File: config.mk
export PLATFORM = sky130hd
export DESIGN_NAME = uart_rx_line_status
export DESIGN_NICKNAME = d
export VERILOG_FILES = /design/src/hw/urls_pkg.sv /design/src/hw/uart_rx_line_status.sv
export VERILOG_INCLUDE_DIRS = /design/src /design/src/hw
export SDC_FILE = /design/constraint.sdc
export NUM_CORES = 2
export LEC_CHECK = 0
export BUFFER_PORTS_ARGS = -buffer_cell sky130_fd_sc_hd__buf_2
export CAP_MARGIN = 20
export CORE_ASPECT_RATIO = 0.9
export CORE_MARGIN = 5
export CORE_UTILIZATION = 35
export CTS_CLUSTER_DIAMETER = 120
export DETAILED_ROUTE_END_ITERATION = 10
export PLACE_DENSITY_LB_ADDON = 0.12
export RECOVER_POWER = 100
export SYNTH_ARGS = -nofsm -noshare
export SYNTH_HDL_FRONTEND = slang
export SYNTH_SLANG_ARGS = --single-unit
File: constraint.sdc
create_clock -name ref_clk -period 3.4 [get_ports ref_clk]
set_input_delay 0.51 -clock ref_clk [delete_from_list [all_inputs] [get_ports ref_clk]]
set_output_delay 0.51 -clock ref_clk [all_outputs]
set_load 0.01 [all_outputs]
File: src/hw/uart_rx_line_status_regs.svh
// Register offsets, field positions, reset values and timing counts
// for the receive line-status block. Included by the design file only.
`ifndef UART_RX_LINE_STATUS_REGS_SVH
`define UART_RX_LINE_STATUS_REGS_SVH

// =============================================================
// Register indices (byte address is four times the index)
`define URLS_IDX_RECEIVE_HOLDING   8'h00
`define URLS_IDX_IRQ_ENABLE_MASK   8'h01
`define URLS_IDX_IRQ_STATUS        8'h02
`define URLS_IDX_RX_ERROR_MASK     8'h03
`define URLS_IDX_RX_LINE_STATUS    8'h04
`define URLS_IDX_STALE_LIMIT       8'h10
`define URLS_IDX_SECOND_MODE       8'h11

// =============================================================
// Field positions
`define URLS_BIT_CTS_LIVE          7
`define URLS_BIT_NOISE             5
`define URLS_BIT_BREAK             4
`define URLS_BIT_STOP_FAULT        3
`define URLS_BIT_PARITY            2
`define URLS_BIT_OVERFLOW          1
`define URLS_BIT_STALE             0
`define URLS_BIT_LINE_ERROR_SUM    0
`define URLS_BIT_LINE_ERROR_IEN    0
`define URLS_BIT_PARITY_ON         0
`define URLS_BIT_PARITY_EVEN       1
`define URLS_BIT_NINE_BIT          6

// =============================================================
// Reset values
`define URLS_RST_MASK              8'h00
`define URLS_RST_STALE_LIMIT       8'h00
`define URLS_RST_SECOND_MODE       8'h00
`define URLS_MASK_USED             8'h3f

// =============================================================
// Timing: clock period and one serial bit time, both in ns
`define URLS_CLK_NS                4
`define URLS_BIT_NS                64
`define URLS_BIT_CYCLES            (`URLS_BIT_NS / `URLS_CLK_NS)
`define URLS_FIFO_DEPTH            128

`endif

File: src/hw/urls_pkg.sv
// Types shared by the receive line-status block.
// Constants live in the _regs header; this package holds types only.
package urls_pkg;

    typedef struct packed {
        logic       psel;
        logic       penable;
        logic       pwrite;
        logic [7:0] paddr;
        logic [31:0] pwdata;
    } urls_apb_req_t;

    typedef struct packed {
        logic [31:0] prdata;
        logic        pready;
        logic        pslverr;
    } urls_apb_rsp_t;

    // One receive queue entry: the character and its own flags
    typedef struct packed {
        logic       noise;
        logic       brk;
        logic       frame;
        logic       parity;
        logic [7:0] data;
    } urls_entry_t;

    typedef enum logic [2:0] {
        URLS_IDLE,
        URLS_START,
        URLS_DATA,
        URLS_PARBIT,
        URLS_STOP,
        URLS_LINE_LOW
    } urls_rx_state_t;

endpackage

File: src/hw/uart_rx_line_status.sv
// Receive line-status logic: serial receiver, 128-entry receive queue
// with per-character flags, line status and summary interrupt bit.
// Assumes an APB master on ref_clk and RX/CTS levels synchronous to it.
`timescale 1ns/100ps
`include "uart_rx_line_status_regs.svh"
`default_nettype none

// How it works
// [RL1] Enabled error flags drive summary status bit 0
// [RL2] Mask bits 5..0: noise,break,frame,parity,overrun,timeout
// [RL3] Mask bits 7,6 unused; mask resets zero
// [RL4] Line status shows oldest queued character flags
// [RL5] Status read keeps character flags; holding read clears
// [RL6] Bit 7 mirrors clear-to-send input level
// [RL7] Bit 7 follows input after reset; bit6 zero
// [RL8] Noise during reception tags that character
// [RL9] Long low line queues zero break character
// [RL10] Missing stop bit sets framing flag
// [RL11] Parity mismatch sets parity flag
// [RL12] Nine-bit mode reports ninth bit instead
// [RL13] Full queue: drop new, set overrun
// [RL14] Overrun clears on status read or room
// [RL15] Stale timeout flag after programmed period
// [RL16] Holding read or receive restarts timeout, clears flag
// [RL17] Zero timeout setting disables the flag
// [RL18] Summary set while enabled flag; clears on read
// [RL19] Holding read returns and pops oldest entry
// [RL20] IRQ from summary only with enable bit0
// [RL21] Flags stored with entry; OR of masked flags
module uart_rx_line_status
    import urls_pkg::*;
(
    input  wire logic                    ref_clk,
    input  wire logic                    reset,
    input  wire urls_pkg::urls_apb_req_t apbReq,
    output urls_pkg::urls_apb_rsp_t      apbRsp,
    input  wire logic                    rxIn,
    input  wire logic                    ctsIn,
    output logic                         irqN
);
    import urls_pkg::*;

    localparam int BITC  = `URLS_BIT_CYCLES;
    localparam int MID   = BITC / 2;
    localparam int DEPTH = `URLS_FIFO_DEPTH;

    // =============================================================
    // Helpers
    function automatic logic maj3(input logic [2:0] s);
        maj3 = (s[0] & s[1]) | (s[0] & s[2]) | (s[1] & s[2]);
    endfunction

    function automatic logic isIdx(input logic [7:0] a, input logic [7:0] idx);
        isIdx = (a == {idx[5:0], 2'b00}) && (idx[7:6] == 2'b00);
    endfunction

    // =============================================================
    // Register storage
    logic [7:0]       errMask_r;
    logic             lineErrIrqEn_r;
    logic [7:0]       staleLimit_r;
    logic [7:0]       secondMode_r;
    logic             lineErrSum_r;
    logic             overflow_r;
    logic             stale_r;
    logic [31:0]      rdData_r;
    logic             rdPop_r;

    // Receive queue
    urls_entry_t      queue_r [DEPTH];
    logic [6:0]       wrPtr_r;
    logic [6:0]       rdPtr_r;
    logic [7:0]       count_r;

    // Receiver
    urls_rx_state_t   rxState_r;
    logic [3:0]       phase_r;
    logic [2:0]       smp_r;
    logic [2:0]       bitIdx_r;
    logic [7:0]       shift_r;
    logic             parBit_r;
    logic             noise_r;
    logic             rxDone_r;
    urls_entry_t      rxChar_r;

    // Stale timer
    logic [3:0]       tick_r;
    logic [8:0]       staleCnt_r;

    // =============================================================
    // APB decode
    logic        setup;
    logic        access;
    logic        wrAcc;
    logic        rdAcc;
    logic        mapped;
    logic        full;
    logic        empty;
    logic        push;
    logic        pop;
    logic        lsrRead;
    logic        isrRead;
    logic        sampleBit;
    logic        lastPhase;
    logic        parityUsed;
    urls_entry_t head;
    logic [7:0]  lineStatus;
    logic [5:0]  liveFlags;
    logic [31:0] rdMux;

    assign setup   = apbReq.psel && !apbReq.penable;
    assign access  = apbReq.psel && apbReq.penable;
    assign wrAcc   = access && apbReq.pwrite;
    assign rdAcc   = access && !apbReq.pwrite;
    assign mapped  = isIdx(apbReq.paddr, `URLS_IDX_RECEIVE_HOLDING)
                   || isIdx(apbReq.paddr, `URLS_IDX_IRQ_ENABLE_MASK)
                   || isIdx(apbReq.paddr, `URLS_IDX_IRQ_STATUS)
                   || isIdx(apbReq.paddr, `URLS_IDX_RX_ERROR_MASK)
                   || isIdx(apbReq.paddr, `URLS_IDX_RX_LINE_STATUS)
                   || isIdx(apbReq.paddr, `URLS_IDX_STALE_LIMIT)
                   || isIdx(apbReq.paddr, `URLS_IDX_SECOND_MODE);

    // Zero wait states: read data is captured in the setup cycle
    // One driver for the whole response, as the port is a variable
    assign apbRsp = '{prdata: rdData_r, pready: 1'b1, pslverr: access && !mapped};

    assign full    = (count_r == 8'(DEPTH));
    assign empty   = (count_r == 8'h00);
    assign head    = empty ? '0 : queue_r[rdPtr_r];
    assign push    = rxDone_r && !full;
    assign pop     = rdAcc && rdPop_r && isIdx(apbReq.paddr, `URLS_IDX_RECEIVE_HOLDING); // RL19
    assign lsrRead = rdAcc && isIdx(apbReq.paddr, `URLS_IDX_RX_LINE_STATUS);
    assign isrRead = rdAcc && isIdx(apbReq.paddr, `URLS_IDX_IRQ_STATUS);

    // Line status always reflects the head entry, not a read snapshot
    assign liveFlags = {head.noise, head.brk, head.frame, head.parity, overflow_r, stale_r}; // RL4
    assign lineStatus = {ctsIn, 1'b0, liveFlags}; // RL6 RL7

    always_comb
    begin
        rdMux = 32'h0000_0000;
        if (isIdx(apbReq.paddr, `URLS_IDX_RECEIVE_HOLDING))
            rdMux[7:0] = head.data; // RL19
        else if (isIdx(apbReq.paddr, `URLS_IDX_IRQ_ENABLE_MASK))
            rdMux[`URLS_BIT_LINE_ERROR_IEN] = lineErrIrqEn_r;
        else if (isIdx(apbReq.paddr, `URLS_IDX_IRQ_STATUS))
            rdMux[`URLS_BIT_LINE_ERROR_SUM] = lineErrSum_r;
        else if (isIdx(apbReq.paddr, `URLS_IDX_RX_ERROR_MASK))
            rdMux[7:0] = errMask_r;
        else if (isIdx(apbReq.paddr, `URLS_IDX_RX_LINE_STATUS))
            rdMux[7:0] = lineStatus;
        else if (isIdx(apbReq.paddr, `URLS_IDX_STALE_LIMIT))
            rdMux[7:0] = staleLimit_r;
        else if (isIdx(apbReq.paddr, `URLS_IDX_SECOND_MODE))
            rdMux[7:0] = secondMode_r;
    end

    // =============================================================
    // Read capture
    always_ff @(posedge ref_clk or posedge reset)
    begin
        if (reset)
        begin
            rdData_r <= 32'h0000_0000;
            rdPop_r  <= 1'b0;
        end
        else if (setup && !apbReq.pwrite)
        begin
            rdData_r <= rdMux;
            // Pop only what was shown, so an empty read never eats a late arrival
            rdPop_r  <= !empty;
        end
    end

    // =============================================================
    // Software-written registers
    always_ff @(posedge ref_clk or posedge reset)
    begin
        if (reset)
        begin
            errMask_r      <= `URLS_RST_MASK; // RL3
            lineErrIrqEn_r <= 1'b0;
            staleLimit_r   <= `URLS_RST_STALE_LIMIT;
            secondMode_r   <= `URLS_RST_SECOND_MODE;
        end
        else if (wrAcc)
        begin
            if (isIdx(apbReq.paddr, `URLS_IDX_RX_ERROR_MASK))
                errMask_r <= apbReq.pwdata[7:0] & `URLS_MASK_USED; // RL3
            if (isIdx(apbReq.paddr, `URLS_IDX_IRQ_ENABLE_MASK))
                lineErrIrqEn_r <= apbReq.pwdata[`URLS_BIT_LINE_ERROR_IEN];
            if (isIdx(apbReq.paddr, `URLS_IDX_STALE_LIMIT))
                staleLimit_r <= apbReq.pwdata[7:0];
            if (isIdx(apbReq.paddr, `URLS_IDX_SECOND_MODE))
                secondMode_r <= apbReq.pwdata[7:0];
        end
    end

    // =============================================================
    // Summary bit and interrupt pin
    always_ff @(posedge ref_clk or posedge reset)
    begin
        if (reset)
            lineErrSum_r <= 1'b0;
        else if (|(liveFlags & errMask_r[5:0])) // RL1 RL2 RL21
            lineErrSum_r <= 1'b1; // RL18
        else if (isrRead)
            lineErrSum_r <= 1'b0; // RL18
    end

    assign irqN = !(lineErrSum_r && lineErrIrqEn_r); // RL20

    // =============================================================
    // Receive queue
    always_ff @(posedge ref_clk or posedge reset)
    begin
        if (reset)
        begin
            wrPtr_r <= 7'h00;
            rdPtr_r <= 7'h00;
            count_r <= 8'h00;
        end
        else
        begin
            if (push)
                wrPtr_r <= wrPtr_r + 7'h01;
            if (pop)
                rdPtr_r <= rdPtr_r + 7'h01; // RL5 RL19
            if (push && !pop)
                count_r <= count_r + 8'h01;
            else if (pop && !push)
                count_r <= count_r - 8'h01;
        end
    end

    // Storage has no reset; entries are only read once written
    always_ff @(posedge ref_clk)
    begin
        if (push)
            queue_r[wrPtr_r] <= rxChar_r; // RL21
    end

    // Overflow: a new arrival wins over a clear in the same cycle
    always_ff @(posedge ref_clk or posedge reset)
    begin
        if (reset)
            overflow_r <= 1'b0;
        else if (rxDone_r && full)
            overflow_r <= 1'b1; // RL13
        else if (lsrRead || !full)
            overflow_r <= 1'b0; // RL14
    end

    // =============================================================
    // Stale-data timer, counted in bit times
    always_ff @(posedge ref_clk or posedge reset)
    begin
        if (reset)
        begin
            tick_r     <= 4'h0;
            staleCnt_r <= 9'h000;
            stale_r    <= 1'b0;
        end
        else
        begin
            tick_r <= (tick_r == 4'(BITC - 1)) ? 4'h0 : tick_r + 4'h1;
            if (push || pop)
            begin
                tick_r     <= 4'h0;
                staleCnt_r <= 9'h000; // RL16
                stale_r    <= 1'b0; // RL16
            end
            else if (staleLimit_r == 8'h00 || empty)
            begin
                staleCnt_r <= 9'h000;
                stale_r    <= 1'b0; // RL17
            end
            else
            begin
                if (tick_r == 4'(BITC - 1) && !staleCnt_r[8])
                    staleCnt_r <= staleCnt_r + 9'h001;
                if (staleCnt_r > {1'b0, staleLimit_r})
                    stale_r <= 1'b1; // RL15
            end
        end
    end

    // =============================================================
    // Serial receiver, three samples around mid-bit
    assign lastPhase  = (phase_r == 4'(BITC - 1));
    assign sampleBit  = maj3(smp_r);
    assign parityUsed = secondMode_r[`URLS_BIT_PARITY_ON] || secondMode_r[`URLS_BIT_NINE_BIT];

    always_ff @(posedge ref_clk or posedge reset)
    begin
        if (reset)
        begin
            rxState_r <= URLS_IDLE;
            phase_r   <= 4'h0;
            smp_r     <= 3'b000;
            bitIdx_r  <= 3'h0;
            shift_r   <= 8'h00;
            parBit_r  <= 1'b0;
            noise_r   <= 1'b0;
            rxDone_r  <= 1'b0;
            rxChar_r  <= '0;
        end
        else
        begin
            rxDone_r <= 1'b0;
            if (rxState_r != URLS_IDLE && rxState_r != URLS_LINE_LOW)
            begin
                phase_r <= lastPhase ? 4'h0 : phase_r + 4'h1;
                if (phase_r == 4'(MID - 1))
                    smp_r[0] <= rxIn;
                if (phase_r == 4'(MID))
                    smp_r[1] <= rxIn;
                if (phase_r == 4'(MID + 1))
                    smp_r[2] <= rxIn;
                // Disagreeing samples within one bit count as line noise
                if (lastPhase && (smp_r != 3'b000) && (smp_r != 3'b111))
                    noise_r <= 1'b1; // RL8
            end
            unique case (rxState_r)
                URLS_IDLE:
                    if (!rxIn)
                    begin
                        rxState_r <= URLS_START;
                        phase_r   <= 4'h0;
                        noise_r   <= 1'b0;
                        parBit_r  <= 1'b0;
                    end
                URLS_START:
                    if (lastPhase)
                    begin
                        rxState_r <= sampleBit ? URLS_IDLE : URLS_DATA;
                        bitIdx_r  <= 3'h0;
                    end
                URLS_DATA:
                    if (lastPhase)
                    begin
                        shift_r  <= {sampleBit, shift_r[7:1]};
                        bitIdx_r <= bitIdx_r + 3'h1;
                        if (bitIdx_r == 3'h7)
                            rxState_r <= parityUsed ? URLS_PARBIT : URLS_STOP;
                    end
                URLS_PARBIT:
                    if (lastPhase)
                    begin
                        parBit_r  <= sampleBit;
                        rxState_r <= URLS_STOP;
                    end
                URLS_STOP:
                    if (lastPhase)
                    begin
                        rxDone_r       <= 1'b1;
                        rxChar_r.data  <= shift_r;
                        rxChar_r.noise <= noise_r || ((smp_r != 3'b000) && (smp_r != 3'b111));
                        // Low through the whole frame is a break, not a framing fault
                        rxChar_r.brk   <= !sampleBit && shift_r == 8'h00 && !parBit_r; // RL9
                        rxChar_r.frame <= !sampleBit && !(shift_r == 8'h00 && !parBit_r); // RL10
                        if (secondMode_r[`URLS_BIT_NINE_BIT])
                            rxChar_r.parity <= parBit_r; // RL12
                        else if (secondMode_r[`URLS_BIT_PARITY_ON])
                            rxChar_r.parity <= (^{shift_r, parBit_r})
                                ^ !secondMode_r[`URLS_BIT_PARITY_EVEN]; // RL11
                        else
                            rxChar_r.parity <= 1'b0;
                        rxState_r <= sampleBit ? URLS_IDLE : URLS_LINE_LOW;
                    end
                URLS_LINE_LOW:
                    if (rxIn)
                        rxState_r <= URLS_IDLE;
            endcase
        end
    end

    // =============================================================
    // Checks
    AST_MASK_RSV: assert property (@(posedge ref_clk) disable iff (reset) // RL3
        errMask_r[7:6] == 2'b00)
        else $error("mask bits 7 and 6 not zero");

    AST_SUM_SET: assert property (@(posedge ref_clk) disable iff (reset) // RL1
        |(liveFlags & errMask_r[5:0]) |=> lineErrSum_r)
        else $error("enabled flag did not set summary bit");

    AST_IRQ_GATE: assert property (@(posedge ref_clk) disable iff (reset) // RL20
        (lineErrSum_r && lineErrIrqEn_r) |-> !irqN)
        else $error("irq pin not asserted with summary and enable");

    AST_IRQ_QUIET: assert property (@(posedge ref_clk) disable iff (reset) // RL20
        (!lineErrIrqEn_r || !lineErrSum_r) |-> irqN)
        else $error("irq pin asserted without summary and enable");

    AST_CTS_READ: assert property (@(posedge ref_clk) disable iff (reset) // RL6
        (setup && !apbReq.pwrite && isIdx(apbReq.paddr, `URLS_IDX_RX_LINE_STATUS))
        |=> rdData_r[7] == $past(ctsIn) && rdData_r[6] == 1'b0)
        else $error("status bit 7 does not mirror cts");

    AST_OVR_SET: assert property (@(posedge ref_clk) disable iff (reset) // RL13
        (rxDone_r && full) |=> overflow_r && count_r == 8'(DEPTH) || $past(pop))
        else $error("overrun not flagged or queue changed");

    AST_STALE_OFF: assert property (@(posedge ref_clk) disable iff (reset) // RL17
        (staleLimit_r == 8'h00) [*2] |-> !stale_r)
        else $error("stale flag set with zero limit");

    AST_STALE_CLR: assert property (@(posedge ref_clk) disable iff (reset) // RL16
        (push || pop) |=> !stale_r && staleCnt_r == 9'h000)
        else $error("stale timer not restarted");

    AST_POP_CNT: assert property (@(posedge ref_clk) disable iff (reset) // RL19
        (pop && !push) |=> count_r == $past(count_r) - 8'h01)
        else $error("holding read did not remove an entry");

    AST_BREAK_ZERO: assert property (@(posedge ref_clk) disable iff (reset) // RL9
        (rxDone_r && rxChar_r.brk) |-> rxChar_r.data == 8'h00 && !rxChar_r.frame)
        else $error("break character not all zero");

    AST_LSR_HOLD: assert property (@(posedge ref_clk) disable iff (reset) // RL5
        (lsrRead && !push && !pop && !empty) |=> $stable(liveFlags[5:2]))
        else $error("status read changed character flags");

endmodule

`default_nettype wire

==> out/metrics.cfg <==
[clocking]
clk_latency_ns=0.81
path_clk_slew_ns=0.06
h-tree-depth=4
cts_sinks=1642
numCtsBuffers=170
ctsLongestPathBuffers=3
cts_tree=built
root_buffer=clkbuf_16

[global_routing]
grt_usage=0.1929
antenna_found_initial=7
grt_pass1_wl_mm=268.5
grt_start_max_net_pins=110
grt.overflow.total=0
grt_pass1_vias=34700

[sta]
max_freq_mhz=296.9
hold_viol=0
fin_skew_ns=0.03780
relSlewSlack=-0.7900
worstMarginPinSlew_ns=2.685
drv_slew=707
period_share=0.9906
fin_crit_ns=3.368
finalSetupTns_ns=0
finalSetupViolations=0
fin_hold_ws_ns=0.05593

[pwr]
power_density_nw_per_um2=561.1
total_leakage_power_nw=25.63
vdd_ir_drop_max_mv=0.5005
design_power_total_w=0.04303

[synthesis]
ys_async_sr_fraction=0.06456
yosysWarnings=0
avgSynthCellArea_sq_um=20.16
synth-seq-cells=1642
synth_edf_count=1536
syn_area_sq_um=65230
ys_types=74
syn_inst=3235
synth-main-ff-cell=edfxtp_1
seq_area_frac_synth=0.7478

[setup_path]
critPathMaxStageDelay_ns=0.54
cp_data_required_time_ns=4.07
cp_slowest_cell=mux4_2
start_kind=flop
cpLargestDelayFamily=multiplexers
arrival_ns=4.03
cpMostUsedCell=buf_12
cp_num_buf_inv=4
critPathLaunch=rdPtr_r[0]
r2r_cells=10
worstReg2RegStart=rdPtr_r[0]
cp-end-kind=flop
crit_chain=buf_12, buf_12, buf_12, mux4_2, mux4_2, mux2i_1, nor2_1, a2111oi_0, buf_4, o41ai_1
critPathMaxFanout=16
rrSetupSlack_ns=0.03
r2r-end=rdData_r[1]
crit_type=reg2reg

[floorplanning]
coreArea_sq_um=185600
die_h_um=419.5
start_util=0.3514
num_rows=150
ios=82
dieWidth_um=465.0
die-area_sq_um=195100

[cells_and_area]
drive_gt1_frac=0.2894
register_area_sq_um=48800
multi_input_area_sq_um=15400
final_cell_mix=1536 x edfxtp_1, 372 x mux4_2, 191 x nor2_1
layout.nets=3745
n_fill_cell=16330
area_growth_pct=17.58
final_common_cell=edfxtp_1

[detailed_routing]
drc=0
drt_first_iter_violations=3434
ant_nets=0
viasPerCell=5.414
first_pass_iters=5
num_vias=33830
wirelength_mm=189.9
wl_per_cell_um=30.39

[run_status]
violations=max-capacitance violations, max-slew violations
status=finished, violations left

[placement]
place_hpwl_mm=120.5
port_buffers=32
globalplace.congestion=0.8063

[hold_path]
hold_start=apbReq[1]
holdPathStages=2
hold_end=staleLimit_r[1]
hp-class=in2reg

[flow_run]
cap_violations=13

==> sequential cells by signal, summed over array words and instances, names as in the netlist, 3 cells and up <==
register,cells
count_r,8
rdPtr_r,7
errMask_r,6
rxChar_r,12
rdData_r,8
staleCnt_r,9
tick_r,4
smp_r,3
wrPtr_r,7
staleLimit_r,8
secondMode_r,8
rxState_r,3
queue_r,1536
bitIdx_r,3
phase_r,4
shift_r,8
==> synth_stat cells, drive strengths merged (5+ instances only) <==
master | n | area [sq um]
a2111oi | 10 | 93.84
a211oi | 24 | 180.2
a21oi | 73 | 365.4
a221o | 6 | 60.06
a221oi | 5 | 43.79
a22o | 8 | 70.07
a22oi | 42 | 315.3
a31oi | 14 | 87.58
a32oi | 5 | 43.79
and2 | 11 | 68.82
and3 | 10 | 62.56
buf | 134 | 933.4
clkbuf | 63 | 236.5
dfrtp | 106 | 2653
edfxtp | 1536 | 46120
ha | 25 | 312.8
inv | 24 | 90.09
mux2 | 65 | 732.0
mux2i | 111 | 1111
mux4 | 378 | 8539
nand2 | 72 | 270.3
nand2b | 6 | 37.54
nand3 | 44 | 225.2
nand4 | 10 | 62.56
nor2 | 192 | 723.2
nor2b | 25 | 156.4
nor3 | 40 | 200.2
nor4 | 8 | 56.30
o211ai | 8 | 60.06
o21a | 6 | 45.04
o21ai | 37 | 185.2
o221ai | 8 | 70.07
o22ai | 31 | 193.9
o31ai | 5 | 37.54
or3 | 5 | 31.28
xnor2 | 29 | 254.0
xor2 | 6 | 52.55
==> kinds of logic (layout without fill, tap and decap cells) <==
kind of cell               Yosys count  after routing  share of synthesized area
xor gates and xnor gates            35             35                   0.004700
and+or+nand+nor                    445            445                    0.03167
DFF                               1642           1642                     0.7478
buffers and inverters              222            779                    0.01937
other                                2             27                  0.0001151
AOI/OAI and AO/OA                  308            308                    0.03188
adders and majority gates           27             27                   0.005256
muxes                              554            554                     0.1592
==> timing repair <==
item | CTS | global route
pin swaps | 1 | 2
setup buffers | 8 | 1
resized for setup | 21 | 20
hold endpoints to repair | 60 | 0
gates cloned | 1 | 1
setup endpoints to repair | 9 | 8
hold buffers | 5 | 0
==> how the worst max path moves through the flow <==
stage                         endpoint  slack, ns  depth (start not counted)
after CTS                 lineErrSum_r      -0.07                         11
final                      rdData_r[1]       0.03                         10
after global routing       rdData_r[6]      -0.01                         10
after detailed placement   rdData_r[2]      -0.50                         10
after floorplan             count_r[7]      -0.18                         16
after global placement     rdData_r[2]      -0.52                         10
==> final cells by class <==
class,instances,area share
tap,2432,0.03968
inverter,25,0.001240
clock buffer,209,0.05927
antenna,2,0.00006526
timing repair buffer,439,0.04509
clock inverter,106,0.01752
sequential,1642,0.6363
multi-input combinational,1394,0.2008
==> stage by stage <==
stage | cells | setup WS [ns] | instance area [sq um] | utilization
after floorplan | 3258 | -0.1821 | 65350 | -
after global placement | 5916 | -0.5232 | 70980 | 0.3824
after detailed placement | 5916 | -0.4984 | 70980 | 0.3824
after CTS | 6244 | -0.07161 | 77110 | 0.4154
after global routing | 6247 | -0.01459 | 76690 | 0.4132
final | 6249 | 0.03186 | 76690 | 0.4132
==> power breakdown <==
part	internal (W)	switching [W]
clock network	0.0117	0.00793
registers	0.0221	0.000282
logic	0.000421	0.000632
==> per-layer routing <==
layer	GRT usage	wire (um)
met4	0.04486	4449
met1	0.2815	85750
met3	0.03114	10540
met5	0	0
met2	0.3058	89140
==> worst reg2reg max path, stage by stage, from the launching register on <==
cell and delay (ns):
dfrtp_4 0.43, buf_12 0.17, buf_12 0.21, buf_12 0.19, mux4_2 0.55, mux4_2 0.54, mux2i_1 0.17, nor2_1 0.17
a2111oi_0 0.52, buf_4 0.23, o41ai_1 0.08
Power figures use the tool's default switching activity.
